### config.mk
export PLATFORM = sky130hd
export DESIGN_NAME = usrbg_top
export DESIGN_NICKNAME = d
export VERILOG_FILES = /design/src/rtl/usrbg_pkg.sv /design/src/rtl/usrbg_baud_gen.sv /design/src/rtl/usrbg_majority.sv /design/src/rtl/usrbg_top.sv
export SDC_FILE = /design/constraint.sdc
export NUM_CORES = 1
export LEC_CHECK = 0
export ABC_CLOCK_PERIOD_IN_PS = 2890
export BUFFER_PORTS_ARGS = -buffer_cell sky130_fd_sc_hd__buf_4
export CAP_MARGIN = 20
export CORE_UTILIZATION = 50
export CTS_CLUSTER_DIAMETER = 80
export DETAILED_ROUTE_END_ITERATION = 10
export PLACE_DENSITY = 0.74
export SETUP_SLACK_MARGIN = 0.5
export SLEW_MARGIN = 20
export SYNTH_ARGS = -nofsm -noshare
export SYNTH_HDL_FRONTEND = slang
export SYNTH_HIERARCHICAL = 1
export SYNTH_SLANG_ARGS = --single-unit
export TNS_END_PERCENT = 100
### constraint.sdc
create_clock -name i_core_clk -period 2.89 [get_ports i_core_clk]
set_clock_uncertainty 0.1 [all_clocks]
set_input_delay 0.4335 -clock i_core_clk [delete_from_list [all_inputs] [get_ports i_core_clk]]
set_output_delay 0.4335 -clock i_core_clk [all_outputs]
set_load 0.02 [all_outputs]
### src/rtl/usrbg_pkg.sv
package usrbg_pkg;
   // ****************************************
   // register addresses
   // ****************************************
   localparam logic [7:0] RSC_ADDR  = 8'h18;
   localparam logic [7:0] HOLD_ADDR = 8'h1a;
   localparam logic [7:0] IST_ADDR  = 8'h20;
   localparam logic [7:0] ICLR_ADDR = 8'h21;
   localparam logic [7:0] IEN_ADDR  = 8'h22;
   localparam logic [7:0] TSC_ADDR  = 8'h98;
   localparam logic [7:0] DIV_ADDR  = 8'h99;
   // ****************************************
   // field positions
   // ****************************************
   localparam int RSC_SERIAL_PORT_ENABLE   = 7;
   localparam int RSC_NINE   = 6;
   localparam int RSC_SINGLE_RECEIVE_ENABLE   = 5;
   localparam int RSC_CONTINUOUS_RECEIVE_ENABLE   = 4;
   localparam int TSC_MASTER = 7;
   localparam int TSC_SYNC   = 4;
   localparam int TSC_HIGH   = 2;
   localparam int IRQ_RX     = 0;
   localparam int IRQ_FRAMING_ERROR_FLAG   = 1;
   localparam int IRQ_OVERRUN_ERROR_FLAG   = 2;
   localparam int IRQ_W      = 3;
   // ****************************************
   // reset values and counts
   // ****************************************
   localparam logic [7:0]       DIV_RST    = 8'h00;
   localparam logic [IRQ_W-1:0] IRQ_RST    = 3'h0;
   localparam int               BAUD_W     = 8;
   localparam logic [1:0]       PRE_LAST   = 2'h3;
   localparam logic [3:0]       PHASE_ZERO = 4'h0;
   localparam logic [3:0]       SAMP_FIRST = 4'h7;
   localparam logic [3:0]       SAMP_MID   = 4'h8;
   localparam logic [3:0]       SAMP_LAST  = 4'h9;
   localparam logic [3:0]       LAST_BIT8  = 4'h7;
   localparam logic [3:0]       LAST_BIT9  = 4'h8;
   // ****************************************
   // receiver states
   // ****************************************
   typedef enum logic [1:0] {
      ST_IDLE,
      ST_START,
      ST_DATA,
      ST_STOP
   } usrbg_state_e;
endpackage

### src/rtl/usrbg_baud_gen.sv
`timescale 1ns/10ps
module usrbg_baud_gen
   import usrbg_pkg::*;
#(
   parameter int DIV_W = BAUD_W
)(
   // clock and reset
   input  wire logic             i_clk,
   input  wire logic             i_rst_n,
   // control
   input  wire logic [DIV_W-1:0] i_divisor,
   input  wire logic             i_reload,
   input  wire logic             i_high,
   input  wire logic             i_sync,
   // ticks
   output logic                  o_os_tick,
   output logic                  o_sync_tick,
   output logic                  o_sync_clk
);
   // ****************************************
   // timer and prescaler
   // ****************************************
   logic [DIV_W-1:0] cnt_reg;
   logic             tick_reg;
   logic [1:0]       pre_reg;
   logic             sclk_reg;

   always_ff @(posedge i_clk or negedge i_rst_n) begin
      if (!i_rst_n) begin
         cnt_reg  <= '0;
         tick_reg <= 1'b0;
      end else if (i_reload) begin
         cnt_reg  <= '0;
         tick_reg <= 1'b0;
      end else if (cnt_reg == i_divisor) begin
         cnt_reg  <= '0;
         tick_reg <= 1'b1;
      end else begin
         cnt_reg  <= cnt_reg + 1'b1;
         tick_reg <= 1'b0;
      end
   end

   always_ff @(posedge i_clk or negedge i_rst_n) begin
      if (!i_rst_n) begin
         pre_reg <= 2'h0;
      end else if (i_reload) begin
         pre_reg <= 2'h0;
      end else if (tick_reg) begin
         pre_reg <= pre_reg + 2'h1;
      end
   end

   // master clock toggles every second tick: period of four ticks
   always_ff @(posedge i_clk or negedge i_rst_n) begin
      if (!i_rst_n) begin
         sclk_reg <= 1'b0;
      end else if (tick_reg && i_sync && pre_reg[0]) begin
         sclk_reg <= !sclk_reg;
      end
   end

   assign o_os_tick   = tick_reg && !i_sync && (i_high || pre_reg == PRE_LAST);
   assign o_sync_tick = tick_reg && i_sync && pre_reg == PRE_LAST;
   assign o_sync_clk  = sclk_reg;
endmodule // usrbg_baud_gen

### src/rtl/usrbg_majority.sv
`timescale 1ns/10ps
module usrbg_majority
   import usrbg_pkg::*;
(
   // clock and reset
   input  wire logic       i_clk,
   input  wire logic       i_rst_n,
   // samples
   input  wire logic       i_os_tick,
   input  wire logic [3:0] i_phase,
   input  wire logic       i_rx,
   // decision
   output logic            o_bit,
   output logic            o_valid
);
   // ****************************************
   // three mid-bit samples and vote
   // ****************************************
   logic [1:0] samp_reg;
   logic       bit_reg;
   logic       valid_reg;
   logic       last;

   assign last = i_os_tick && i_phase == SAMP_LAST;

   always_ff @(posedge i_clk or negedge i_rst_n) begin
      if (!i_rst_n) begin
         samp_reg <= 2'h3;
      end else if (i_os_tick && i_phase == SAMP_FIRST) begin
         samp_reg[0] <= i_rx;
      end else if (i_os_tick && i_phase == SAMP_MID) begin
         samp_reg[1] <= i_rx;
      end
   end

   always_ff @(posedge i_clk or negedge i_rst_n) begin
      if (!i_rst_n) begin
         bit_reg   <= 1'b1;
         valid_reg <= 1'b0;
      end else begin
         valid_reg <= last;
         if (last) begin
            bit_reg <= (samp_reg[0] & samp_reg[1]) | ((samp_reg[0] | samp_reg[1]) & i_rx);
         end
      end
   end

   assign o_bit   = bit_reg;
   assign o_valid = valid_reg;
endmodule // usrbg_majority

### src/rtl/usrbg_top.sv
// Design decision made here: the strobed register port.
`timescale 1ns/10ps
// Behaviour
// - baud timer is a free-running 8-bit counter whose period the divisor sets
// - high baud select only matters in asynchronous mode
// - async low speed bit rate is clock over 64 times divisor plus one
// - async high speed bit rate is clock over 16 times divisor plus one
// - synchronous bit rate is clock over 4 times divisor plus one
// - divide formulas drive the clock pin only as master; slave follows pin clock
// - a divisor write clears the baud timer at once
// - each bit is decided by majority of three mid-bit samples
// - async reception runs only while continuous receive enable is set
module usrbg_top
   import usrbg_pkg::*;
(
   // clock and reset
   input  wire logic       i_core_clk,
   input  wire logic       i_arst_n,
   // register port
   input  wire logic [7:0] i_addr,
   input  wire logic [7:0] i_wdata,
   input  wire logic       i_wr,
   input  wire logic       i_rd,
   output logic      [7:0] o_rdata,
   // serial pins
   input  wire logic       i_receive_data_pin,
   input  wire logic       i_transmit_clock_pin,
   output logic            o_transmit_clock_pin,
   output logic            o_transmit_clock_pin_oe_n,
   // status
   output logic            o_sync_bit_tick,
   output logic            o_irq
);
   // ****************************************
   // reset release
   // ****************************************
   logic rst_s1_reg;
   logic rst_s2_reg;
   logic rst_n;

   always_ff @(posedge i_core_clk or negedge i_arst_n) begin
      if (!i_arst_n) begin
         rst_s1_reg <= 1'b0;
         rst_s2_reg <= 1'b0;
      end else begin
         rst_s1_reg <= 1'b1;
         rst_s2_reg <= rst_s1_reg;
      end
   end

   assign rst_n = rst_s2_reg;

   // ****************************************
   // pin synchronisers
   // ****************************************
   logic rx_s1_reg;
   logic rx_s2_reg;
   logic ck_s1_reg;
   logic ck_s2_reg;
   logic ck_s3_reg;

   always_ff @(posedge i_core_clk or negedge rst_n) begin
      if (!rst_n) begin
         rx_s1_reg <= 1'b1;
         rx_s2_reg <= 1'b1;
         ck_s1_reg <= 1'b0;
         ck_s2_reg <= 1'b0;
         ck_s3_reg <= 1'b0;
      end else begin
         rx_s1_reg <= i_receive_data_pin;
         rx_s2_reg <= rx_s1_reg;
         ck_s1_reg <= i_transmit_clock_pin;
         ck_s2_reg <= ck_s1_reg;
         ck_s3_reg <= ck_s2_reg;
      end
   end

   // ****************************************
   // control registers
   // ****************************************
   logic             serial_port_enable_reg;
   logic             nine_reg;
   logic             single_receive_enable_reg;
   logic             continuous_receive_enable_reg;
   logic             master_reg;
   logic             sync_reg;
   logic             high_reg;
   logic [7:0]       div_reg;
   logic [IRQ_W-1:0] ien_reg;
   logic             wr_rsc;
   logic             wr_tsc;
   logic             wr_div;
   logic             wr_ien;
   logic             wr_iclr;
   logic             rd_hold;

   assign wr_rsc  = i_wr && (i_addr == RSC_ADDR);
   assign wr_tsc  = i_wr && (i_addr == TSC_ADDR);
   assign wr_div  = i_wr && (i_addr == DIV_ADDR);
   assign wr_ien  = i_wr && (i_addr == IEN_ADDR);
   assign wr_iclr = i_wr && (i_addr == ICLR_ADDR);
   assign rd_hold = i_rd && (i_addr == HOLD_ADDR);

   always_ff @(posedge i_core_clk or negedge rst_n) begin
      if (!rst_n) begin
         serial_port_enable_reg <= 1'b0;
         nine_reg <= 1'b0;
         single_receive_enable_reg <= 1'b0;
         continuous_receive_enable_reg <= 1'b0;
      end else if (wr_rsc) begin
         serial_port_enable_reg <= i_wdata[RSC_SERIAL_PORT_ENABLE];
         nine_reg <= i_wdata[RSC_NINE];
         single_receive_enable_reg <= i_wdata[RSC_SINGLE_RECEIVE_ENABLE];
         continuous_receive_enable_reg <= i_wdata[RSC_CONTINUOUS_RECEIVE_ENABLE];
      end
   end

   always_ff @(posedge i_core_clk or negedge rst_n) begin
      if (!rst_n) begin
         master_reg <= 1'b0;
         sync_reg   <= 1'b0;
         high_reg   <= 1'b0;
      end else if (wr_tsc) begin
         master_reg <= i_wdata[TSC_MASTER];
         sync_reg   <= i_wdata[TSC_SYNC];
         high_reg   <= i_wdata[TSC_HIGH];
      end
   end

   always_ff @(posedge i_core_clk or negedge rst_n) begin
      if (!rst_n) begin
         div_reg <= DIV_RST;
      end else if (wr_div) begin
         div_reg <= i_wdata;
      end
   end

   always_ff @(posedge i_core_clk or negedge rst_n) begin
      if (!rst_n) begin
         ien_reg <= IRQ_RST;
      end else if (wr_ien) begin
         ien_reg <= i_wdata[IRQ_W-1:0];
      end
   end

   // ****************************************
   // baud generator and sampler
   // ****************************************
   logic       high_eff;
   logic       rx_en;
   logic       os_tick;
   logic       gen_sync_tick;
   logic       gen_sync_clk;
   logic       maj_bit;
   logic       maj_valid;
   logic [3:0] phase_reg;

   assign high_eff = high_reg && !sync_reg;
   assign rx_en    = serial_port_enable_reg && continuous_receive_enable_reg && !sync_reg;

   usrbg_baud_gen #(
      .DIV_W       (BAUD_W)
   ) u_baud (
      .i_clk       (i_core_clk),
      .i_rst_n     (rst_n),
      .i_divisor   (div_reg),
      .i_reload    (wr_div),
      .i_high      (high_eff),
      .i_sync      (sync_reg),
      .o_os_tick   (os_tick),
      .o_sync_tick (gen_sync_tick),
      .o_sync_clk  (gen_sync_clk)
   );

   usrbg_majority u_major (
      .i_clk       (i_core_clk),
      .i_rst_n     (rst_n),
      .i_os_tick   (os_tick),
      .i_phase     (phase_reg),
      .i_rx        (rx_s2_reg),
      .o_bit       (maj_bit),
      .o_valid     (maj_valid)
   );

   // ****************************************
   // asynchronous receiver
   // ****************************************
   usrbg_state_e state_reg;
   logic [3:0]   bitn_reg;
   logic [8:0]   shift_reg;
   logic [3:0]   last_bit;

   assign last_bit = nine_reg ? LAST_BIT9 : LAST_BIT8;

   always_ff @(posedge i_core_clk or negedge rst_n) begin
      if (!rst_n) begin
         state_reg <= ST_IDLE;
         phase_reg <= PHASE_ZERO;
         bitn_reg  <= 4'h0;
         shift_reg <= 9'h000;
      end else if (!rx_en) begin
         state_reg <= ST_IDLE;
         phase_reg <= PHASE_ZERO;
      end else begin
         if (state_reg != ST_IDLE && os_tick) begin
            phase_reg <= phase_reg + 4'h1;
         end
         case (state_reg)
            ST_IDLE: begin
               if (!rx_s2_reg) begin
                  state_reg <= ST_START;
                  phase_reg <= PHASE_ZERO;
               end
            end
            ST_START: begin
               // a high start bit is a glitch: rearm
               if (maj_valid && maj_bit) begin
                  state_reg <= ST_IDLE;
               end else if (maj_valid) begin
                  state_reg <= ST_DATA;
                  bitn_reg  <= 4'h0;
               end
            end
            ST_DATA: begin
               if (maj_valid) begin
                  shift_reg <= {maj_bit, shift_reg[8:1]};
                  bitn_reg  <= bitn_reg + 4'h1;
                  if (bitn_reg == last_bit) begin
                     state_reg <= ST_STOP;
                  end
               end
            end
            ST_STOP: begin
               if (maj_valid) begin
                  state_reg <= ST_IDLE;
               end
            end
            default: begin
               state_reg <= ST_IDLE;
            end
         endcase
      end
   end

   // ****************************************
   // holding register and error flags
   // ****************************************
   logic       deliver;
   logic       store;
   logic       lost;
   logic [7:0] rx_byte;
   logic       rx_ninth;
   logic [7:0] hold_reg;
   logic       hold9_reg;
   logic       full_reg;
   logic       framing_error_flag_reg;
   logic       overrun_error_flag_reg;

   assign deliver  = (state_reg == ST_STOP) && maj_valid && rx_en;
   assign store    = deliver && (!full_reg || rd_hold);
   assign lost     = deliver && full_reg && !rd_hold;
   assign rx_byte  = nine_reg ? shift_reg[7:0] : shift_reg[8:1];
   assign rx_ninth = nine_reg && shift_reg[8];

   always_ff @(posedge i_core_clk or negedge rst_n) begin
      if (!rst_n) begin
         hold_reg  <= 8'h00;
         hold9_reg <= 1'b0;
         full_reg  <= 1'b0;
         framing_error_flag_reg  <= 1'b0;
      end else if (store) begin
         hold_reg  <= rx_byte;
         hold9_reg <= rx_ninth;
         full_reg  <= 1'b1;
         framing_error_flag_reg  <= !maj_bit;
      end else if (rd_hold) begin
         full_reg  <= 1'b0;
      end
   end

   always_ff @(posedge i_core_clk or negedge rst_n) begin
      if (!rst_n) begin
         overrun_error_flag_reg <= 1'b0;
      end else if (!continuous_receive_enable_reg) begin
         overrun_error_flag_reg <= 1'b0;
      end else if (lost) begin
         overrun_error_flag_reg <= 1'b1;
      end
   end

   // ****************************************
   // interrupt status
   // ****************************************
   logic [IRQ_W-1:0] ist_reg;
   logic [IRQ_W-1:0] events;

   assign events[IRQ_RX]   = store;
   assign events[IRQ_FRAMING_ERROR_FLAG] = store && !maj_bit;
   assign events[IRQ_OVERRUN_ERROR_FLAG] = lost;

   always_ff @(posedge i_core_clk or negedge rst_n) begin
      if (!rst_n) begin
         ist_reg <= IRQ_RST;
      end else if (wr_iclr) begin
         ist_reg <= (ist_reg & ~i_wdata[IRQ_W-1:0]) | events;
      end else begin
         ist_reg <= ist_reg | events;
      end
   end

   assign o_irq = |(ist_reg & ien_reg);

   // ****************************************
   // read port
   // ****************************************
   logic [7:0] rdata_reg;
   logic [7:0] rdata_next;

   always_comb begin
      rdata_next = 8'h00;
      if (i_rd) begin
         case (i_addr)
            RSC_ADDR:  rdata_next = {serial_port_enable_reg, nine_reg, single_receive_enable_reg, continuous_receive_enable_reg,
                                     1'b0, framing_error_flag_reg, overrun_error_flag_reg, hold9_reg};
            HOLD_ADDR: rdata_next = hold_reg;
            IST_ADDR:  rdata_next = {5'h00, ist_reg};
            IEN_ADDR:  rdata_next = {5'h00, ien_reg};
            TSC_ADDR:  rdata_next = {master_reg, 2'h0, sync_reg, 1'b0, high_reg, 2'h0};
            DIV_ADDR:  rdata_next = div_reg;
            default:   rdata_next = 8'h00;
         endcase
      end
   end

   always_ff @(posedge i_core_clk or negedge rst_n) begin
      if (!rst_n) begin
         rdata_reg <= 8'h00;
      end else begin
         rdata_reg <= rdata_next;
      end
   end

   assign o_rdata = rdata_reg;

   // ****************************************
   // synchronous clock pin
   // ****************************************
   logic drive_clk;
   logic bit_tick_reg;

   assign drive_clk                 = serial_port_enable_reg && sync_reg && master_reg;
   assign o_transmit_clock_pin_oe_n = !drive_clk;
   assign o_transmit_clock_pin      = gen_sync_clk;

   always_ff @(posedge i_core_clk or negedge rst_n) begin
      if (!rst_n) begin
         bit_tick_reg <= 1'b0;
      end else if (master_reg) begin
         bit_tick_reg <= serial_port_enable_reg && sync_reg && gen_sync_tick;
      end else begin
         bit_tick_reg <= serial_port_enable_reg && sync_reg && ck_s2_reg && !ck_s3_reg;
      end
   end

   assign o_sync_bit_tick = bit_tick_reg;
endmodule // usrbg_top

---- Yosys cells after proc, flatten, opt, wreduce, memory -nomap -nowiden ----
Index checks and enable logic that the tools add are counted.
storage, ports and cells
  output and inout port bits .............. 12
  word-level logic and storage cells ...... 157
  bits in registers ....................... 84
operators by class
  bitwise operators ....................... 10
  add/sub/neg operators ................... 4
  reductions and logical operators ........ 50
  multiplexer cells ....................... 32
  equality and inequality tests ........... 25
operators with widths
  operator             count
  $pmux 8 s6           1
  $mux 4               8
  $mux 8               4
  $logic_and 1x1->1    31
  $eq 8x6->1 const B   3
  $mux 2               9
  $eq 8x5->1 const B   2
  $eq 8x8->1 const B   2
  $reduce_and 5->1     2
  $add 4x1->4 const B  2
  $add 8x1->8 const B  1
  $eq 4x4->1 const B   2
  $eq 8x8->1           1
  $pmux 2 s4           1
  $pmux 4 s2           1
  $reduce_bool 2->1    4
  $logic_not 1->1      7
  $mux 1               7
  $and 3x3->3          2
  $eq 2x2->1 const B   3
  $ne 2x1->1 const B   3
  $ne 3x2->1 const B   2
  $ne 3x3->1 const B   2
  $or 3x3->3           2
  16 further kinds     19

---- Longest topological paths before layout ----
Gate-level depths: netlist of the first run.
  word-level depth ........................ 9
  depth in mapped cells ................... 7
  depth with buffers taken out ............ 7

---- Hierarchy ----
Netlist of the first run, hierarchy kept.
modules (own cells, without submodules)
  module          seq. area each (um2)  area an instance (um2)  cells an instance  instances
  usrbg_top       1704.1                3104.2                  254                1
  usrbg_baud_gen  300.3                 675.6                   60                 1
  usrbg_majority  103.8                 196.4                   13                 1

---- Worst setup path before layout of the first run ----
OpenSTA, ideal clock, no wires.
  path type ............................... input to register
  start ................................... input i_addr[0]
  end ..................................... register framing_error_flag_reg
  setup time .............................. 127 ps
  data arrival time ....................... 2024 ps
  data required time ...................... 2663 ps
  stages .................................. 6
  slack ................................... 639 ps
  path buffers ............................ 2
  cells stage by stage .................... buf_2 or4b_4 o31ai_4 and2b_2 buf_6 mux2_1
on the way
  cells in the longest elaborated chain, start to end .. 4
ends and longest elaborated chain
  element               line              source
  start, declared       usrbg_top.sv:20   input wire logic [7:0] i_addr,
  $eq 8x5->1            usrbg_top.sv:102  assign rd_hold = i_rd && (i_addr == HOLD_ADDR);
  $logic_and 1x1->1     usrbg_top.sv:102
  $logic_or 1x1->1      usrbg_top.sv:260  assign store = deliver && (!full_reg || rd_hold);
  $logic_and 1x1->1     usrbg_top.sv:260
  end signal, assigned  usrbg_top.sv:275  framing_error_flag_reg <= !maj_bit;
  end, declared         usrbg_top.sv:256  logic framing_error_flag_reg;
No other way between the ends.
A chain may end at the register's enable or synchronous reset.

---- Worst setup path after layout of the first run ----
  start ................................... register sync_reg
  end ..................................... register hold_reg[0]
on the way
  cells in the longest elaborated chain, start to end .. 4
ends and longest elaborated chain
  element                 line              source
  start, declared         usrbg_top.sv:86   logic sync_reg;
  start signal, assigned  usrbg_top.sv:125  sync_reg <= i_wdata[TSC_SYNC];
  $logic_not 1->1         usrbg_top.sv:159  assign rx_en = serial_port_enable_reg && continuous_receive_enable_reg && !sync_reg;
  $logic_and 1x1->1       usrbg_top.sv:159
  $logic_and 1x1->1       usrbg_top.sv:259  assign deliver = (state_reg == ST_STOP) && maj_valid && rx_en;
  $logic_and 1x1->1       usrbg_top.sv:260
  end signal, assigned    usrbg_top.sv:272  hold_reg <= rx_byte;
  end, declared           usrbg_top.sv:253  logic [7:0] hold_reg;
No other way between the ends.

==> results of run 1 <==
[Yosys cell counts (4+ instances only)]
master	number
a21oi_1	6
nand4_1	8
xor2_1	12
a32oi_1	4
mux2_2	40
xnor2_1	4
nand3_1	14
a211oi_1	5
ha_1	4
dfstp_2	5
o21ai_0	8
inv_1	7
nand2_1	21
mux2i_1	4
mux2_1	7
clkbuf_1	7
nor2_1	19
nor3b_1	6
a22o_1	5
dfrtp_1	79
[area by class of cell]
type,count,area [µm²]
Clock inverter,3,45.0
Timing Repair Buffer,38,300
Inverter,7,26.3
Multi-Input combinational cell,226,1790
Sequential cell,84,2110
Clock buffer,13,159
Tap cell,102,128
Fill cell,639,3170
[worst max-delay path: cells and delay by family, from the launching register on]
kind	cells	cell delay, ns
flops	1	0.48
mux	1	0.38
simple gates	3	0.98
[routing by layer]
metal  track usage, %  up-vias  wire, µm  share of wire, %
li1                 -     1288         -                 -
met1             29.4     1373      3760                47
met2             31.4       84      3680                46
met3             3.69       24       300               3.7
met4             11.9        0       302               3.8
met5                0        -         0                 0
[power breakdown]
part | leakage [nW] | switching, W | internal, W
sequential | 1.11 | 0.000103 | 0.00125
clock | 0.0959 | 0.000403 | 0.000448
combinational | 0.906 | 0.000186 | 0.000171
total | 2.11 | 0.000692 | 0.00187
[cells in the final DEF, fill, tap and decap left out, types with 4 or more instances in the layout]
cell type | synthesis | layout
nand3_1 | 14 | 14
a32oi_1 | 4 | 4
nor3b_1 | 6 | 6
nor2_1 | 19 | 19
xor2_1 | 12 | 12
mux2i_1 | 4 | 4
xnor2_1 | 4 | 4
mux2_1 | 7 | 7
nand4_1 | 8 | 8
inv_1 | 7 | 7
a211oi_1 | 5 | 5
o21ai_0 | 8 | 8
nand2_1 | 21 | 21
dfstp_2 | 5 | 5
dfrtp_1 | 79 | 78
mux2_2 | 40 | 40
ha_1 | 4 | 4
buf_4 | 0 | 36
a22o_1 | 5 | 5
a21oi_1 | 6 | 6
clkbuf_8 | 0 | 11
[cell families (layout without fill, tap and decap cells)]
| family | after synthesis | in the layout |
|---|---|---|
| AOI/OAI and AO/OA | 49 | 49 |
| xor gates and xnor gates | 16 | 16 |
| adders and majority gates | 5 | 5 |
| buffers and inverters | 17 | 61 |
| DFF | 84 | 84 |
| muxes | 53 | 53 |
| other | 1 | 1 |
| and+or+nand+nor | 102 | 102 |
[repair_timing]
| action | CTS | global route |
|---|---|---|
| setup buffers | 0 | 0 |
| hold buffers | 1 | 0 |
| endpoints found under the hold margin | 2 | 0 |
[per-stage QoR]
stage	instances	setup WS, ns	area (µm²)	hold WS [ns]	power (W)
global placement	455	0.566	4320	0.116	0.00172
global route	473	0.750	4560	0.0640	0.00269
CTS	472	0.833	4540	0.0674	0.00259
floorplan	327	0.639	3980	0.0379	0.00163
detailed placement	455	0.511	4320	0.117	0.00173
finish	473	0.821	4560	0.0877	0.00256
[worst paths after layout]
kind                               startpoint                      to  slack [ns]  depth (start not counted)
max reg2reg                          sync_reg             hold_reg[0]        0.82                          4
max                                  sync_reg             hold_reg[0]        0.82                          4
min reg2reg                         ck_s1_reg               ck_s2_reg        0.25                          0
min in group asynchronous               rst_n         o_sync_bit_tick        0.26                          0
min                        i_receive_data_pin               rx_s1_reg        0.09                          1
max in group asynchronous               rst_n  overrun_error_flag_reg        1.82                          1
==> key figures, run 1 <==
Detailed routing
  • DRC violations left: 0
  • First-pass DRT Iterations: 5
  • Total number of vias: 2769
  • Wire length per cell: 17.0 µm
  • Post-route ant nets: 0
  • Via density: 5.85
  • Iteration-0 DRC Markers: 187
  • Total Wirelength: 8040 µm

Synth
  • Mux share of post-synthesis cell area: 15.1%
  • Post-synth EDFFs: 0
  • Post-synth top area cell: dfrtp_1
  • Top cell type's share of synthesized area: 49.7%
  • Ys flop type: dfrtp_1
  • Post-synth cell types: 59
  • Synthesized area: 3980 µm²
  • Syn Nets: 353
  • XOR/XNOR Fraction of Synth Area: 3.52%
  • Post-synthesis compound-gate area fraction: 9.41%
  • Adder-cell share of the synthesized area: 1.51%
  • Largest cells by area after synthesis: dfrtp_1, mux2_2, dfstp_2
  • Gate Count Post-Synth: 327
  • Post-Syn Area per Cell: 12.2 µm²
  • Synth Warn #: 6
  • Seq cells post-synth: 84
  • Async SR Flop Fraction: 100%
  • Post-Synth Simple-Gate Area: 15.4%
  • Largest family of logic cells by synthesized area: simple AND/OR/NAND/NOR gates
  • Seq/Total Area, Yosys: 53.0%

STA
  • Hold Fails Final Rpt: 0
  • Final Max Tran Viols: 0
  • Fin Setup TNS: 0 ns
  • Setup violations, final: 0
  • RSZ-0062 raised after global routing: no
  • Fin crit period: 2.07 ns
  • FMAX: 483 MHz
  • Period utilization: 71.6%
  • Max-slew headroom: 43.2%
  • Worst-Margin Slew: 0.840 ns

Clocking
  • CTS Buffer Depth: 2
  • Root Buffer: clkbuf_8
  • Clock transition at path regs: 0.08 ns
  • Post-CTS resize count: 0
  • H-tree level count: 3
  • Num CTS Buffers: 9
  • Clock sinks: 84
  • CTS tree: done
  • Clock Latency Late Sink: 0.35 ns

Floorplanning
  • Die W: 91.2 µm
  • Row Count: 32
  • Starting Density: 51.5%
  • Die area: 8310 µm²
  • Core area: 7730 µm²
  • Die Ht: 91.2 µm
  • # IOs: 34

Layout
  • Max reg flops: 9
  • Final Util: 59.0%
  • Final #Nets: 392
  • ANT cells: 0
  • Area growth syn-to-layout: 14.6%
  • Layout cells sized above 1: 29.1%

Worst setup path
  • CP Cell Sequence: and3b_1 -> nand4_1 -> and2b_2 -> mux2_2
  • Startpoint Class: flop
  • CP max-delay cell: dfrtp_1
  • Req. time, crit path: 3.02 ns
  • Critical Path Fanout Max: 12
  • Worst Path Arrival: 2.20 ns
  • CP endpoint kind: flop
  • Critical path class: reg -> reg
  • Worst path max stage delay: 0.48 ns

Power and ir drop
  • Pleak: 2.11 nW
  • Peak supply drop: 0.000347 V
  • PwrDens: 562 nW/µm²

Global route
  • Global-route wire length before repair: 13600 µm
  • Total GRT Usage: 21.2%
  • Largest net degree at the start of global routing: 83
  • GR Overflow Total: 0
  • Vias in the first global route: 2738
  • Initial antenna violation count: 0

Placed design
  • Final Wtd Congestion: 0.934
  • HPWL after DPL: 5720 µm
  • IO Port Bufs: 33

Run status
  • Run status: completed

Job
  • Max-Cap Viols: 0

Hold path
  • Hold Path Class: in -> reg
(Power assumes the default switching activity.)
==> run 2, diff against run 1 <==
Settings changed: ABC_CLOCK_PERIOD_IN_PS 2890 to 1770, PLACE_DENSITY 0.74 to 0.76.
Clock period 2.89 ns to 1.77 ns, I/O delays scaled along.
==> key figures, run 2 (synthesized netlist as in run 1, its figures left out) <==
Run status
  • Run status: finished, violations left
  • Failing checks: setup timing

Global route
  • Global-route wire length before repair: 17200 µm (+27%)
  • Largest net degree at the start of global routing: 40 (-52%)
  • GR Overflow Total: 0 (unchanged)
  • Vias in the first global route: 3324 (+21%)
  • Initial antenna violation count: 0 (unchanged)
  • Total GRT Usage: 26.9% (+5.7 points)

Detailed routing
  • Post-route ant nets: 0 (unchanged)
  • First-pass DRT Iterations: 5 (unchanged)
  • Wire length per cell: 21.5 µm (+27%)
  • Total number of vias: 3402 (+23%)
  • Iteration-0 DRC Markers: 304 (+63%)
  • Total Wirelength: 12300 µm (+52%)
  • DRC violations left: 0 (unchanged)
  • Via density: 5.98 (+2.1%)

Worst setup path
  • Startpoint Class: flop
  • CP startpoint: sync_reg
  • Critical Path Fanout Max: 3 (-9)
  • Critical path class: reg -> reg
  • Reg2Reg Setup Slack: -0.11 ns (-0.93 ns)
  • Worst r2r src: sync_reg
  • CP endpoint kind: flop
  • Worst Path Arrival: 2.07 ns (-0.13 ns)
  • Req. time, crit path: 1.95 ns (-1.07 ns)

Layout
  • Max reg flops: 9 (unchanged)
  • Layout cells sized above 1: 60.0% (+31 points)
  • Commonest non-fill, non-tap cells in the layout: dfrtp_1, buf_4, buf_6
  • ANT cells: 0 (unchanged)
  • Design area: 6120 µm² (+34%)
  • Final #Nets: 488 (+24%)
  • FF/Latch Area: 2120 µm² (+0.30%)
  • # fillers: 394 (-38%)
  • Commonest non-fill, non-tap cell in the layout: dfrtp_1
  • Finished Layout Cells: 569 (+20%)
  • Area growth syn-to-layout: 54.0%
  • Area of the multi-input gates: 2370 µm² (+33%)

Power and ir drop
  • Peak supply drop: 0.000687 V (+98%)
  • PwrDens: 791 nW/µm² (+41%)
  • Pleak: 2.88 nW (+37%)

STA
  • RSZ-0062 raised after global routing: yes
  • FMAX: 531 MHz (+9.8%)
  • Hold WS: 0.0461 ns (-0.0416 ns)
  • Fin crit period: 1.88 ns (-0.185 ns)
  • Setup violations, final: 25 (+25)
  • Max-slew headroom: 61.6% (+18 points)
  • Period utilization: 106% (+35 points)
  • Worst-Margin Slew: 0.575 ns (-0.265 ns)
  • Setup ws final: -0.114 ns (-0.935 ns)
  • Hold Fails Final Rpt: 0 (unchanged)
  • Final Max Tran Viols: 0 (unchanged)

Floorplanning
  • Die Ht: 91.2 µm (unchanged)
  • Die area: 8310 µm² (unchanged)
  • # IOs: 34 (unchanged)
  • Die W: 91.2 µm (unchanged)
  • Starting Density: 51.5% (unchanged)
  • Core area: 7730 µm² (unchanged)
  • Row Count: 32 (unchanged)

Placed design
  • Cell Area, Placed: 4770 µm² (+10%)
  • IO Port Bufs: 33 (unchanged)
  • HPWL after DPL: 6410 µm (+12%)
  • Final Wtd Congestion: 0.951 (+1.8%)
  • Placed Cells: 496 (+9.0%)

Clocking
  • Clock sinks: 84 (unchanged)
  • Clock Latency Late Sink: 0.36 ns (about the same)
  • Root Buffer: clkbuf_8
  • CTS Buffer Depth: 2 (unchanged)
  • CTS tree: done
  • Num CTS Buffers: 9 (unchanged)
  • Clock transition at path regs: 0.09 ns (about the same)
  • H-tree level count: 3 (unchanged)

Hold path
  • Hold path startpoint: i_wdata[3]
  • Hold Path Class: in -> reg

Job
  • Max-Cap Viols: 0 (unchanged)
## run 2: changes by cell type in the layout (fill, tap and decap cells not counted), moves of 6 or more
cell / delta
buf_4: +31
buf_6: +58
xor2_2: +6
mux2_4: +39
mux2_1: -7
nor2_1: -9
nor2_4: +7
mux2_2: -32
xor2_1: -6
## run 2: per-stage QoR
step                      utilization, %  setup WS, ns  setup TNS, ns  total power, W
after floorplan                        -        -0.210          -1.67         0.00268
after global placement              61.7        -0.282          -3.85         0.00287
after detailed placement            61.7        -0.313          -4.39         0.00291
after CTS                           74.0       -0.0833         -0.692         0.00464
after global routing                79.2        -0.178          -2.46         0.00504
final                               79.2        -0.114          -1.09         0.00484
## run 2: path summary, 6_finish.rpt
kind,endpoint,cells past startpoint
worst max-delay path,u_major/samp_reg[0],7
worst min-delay path,div_reg[3],2
worst max register to register,u_major/samp_reg[0],7
worst min register to register,ck_s1_reg,0
max in group asynchronous,sync_reg,1
min in group asynchronous,rst_n,2
## run 2: report_power, final
group	internal [W]	leakage, nW	switching, W
Clock	0.000678	0.107	0.000772
Combinational	0.000620	1.68	0.000554
Sequential	0.00205	1.10	0.000168
Total	0.00335	2.88	0.00149
## run 2: per-layer routing
metal | GRT usage [%] | share of wire (%)
met5 | 0 | 0
met4 | 7.54 | 3.3
met3 | 4.69 | 4.5
met2 | 45.7 | 51
met1 | 35.5 | 41
## run 2: final cells by class
class,count,area share [%]
timing repair buffer,133,20.8
clock buffer,9,2.02
inverter,7,0.429
tap,102,2.08
sequential,84,34.6
multi-input combinational,227,38.7
clock inverter,7,1.33
## run 2: what timing repair did
item	4_1_cts	5_1_grt
gates cloned	1	2
hold endpoints to repair	4	0
hold buffers	3	0
endpoints found under the setup margin	79	84
resized for setup	109	59
buffers inserted	30	21
pin swaps	34	29
## run 2: worst max-delay path, cell delays in order, from the launching register on
cell and delay [ns]:
dfrtp_2 0.43, buf_6 0.13, nor2b_1 0.12, nor2_1 0.06, nor3b_2 0.27, nand3_1 0.15
nor3b_2 0.24, mux2_4 0.32
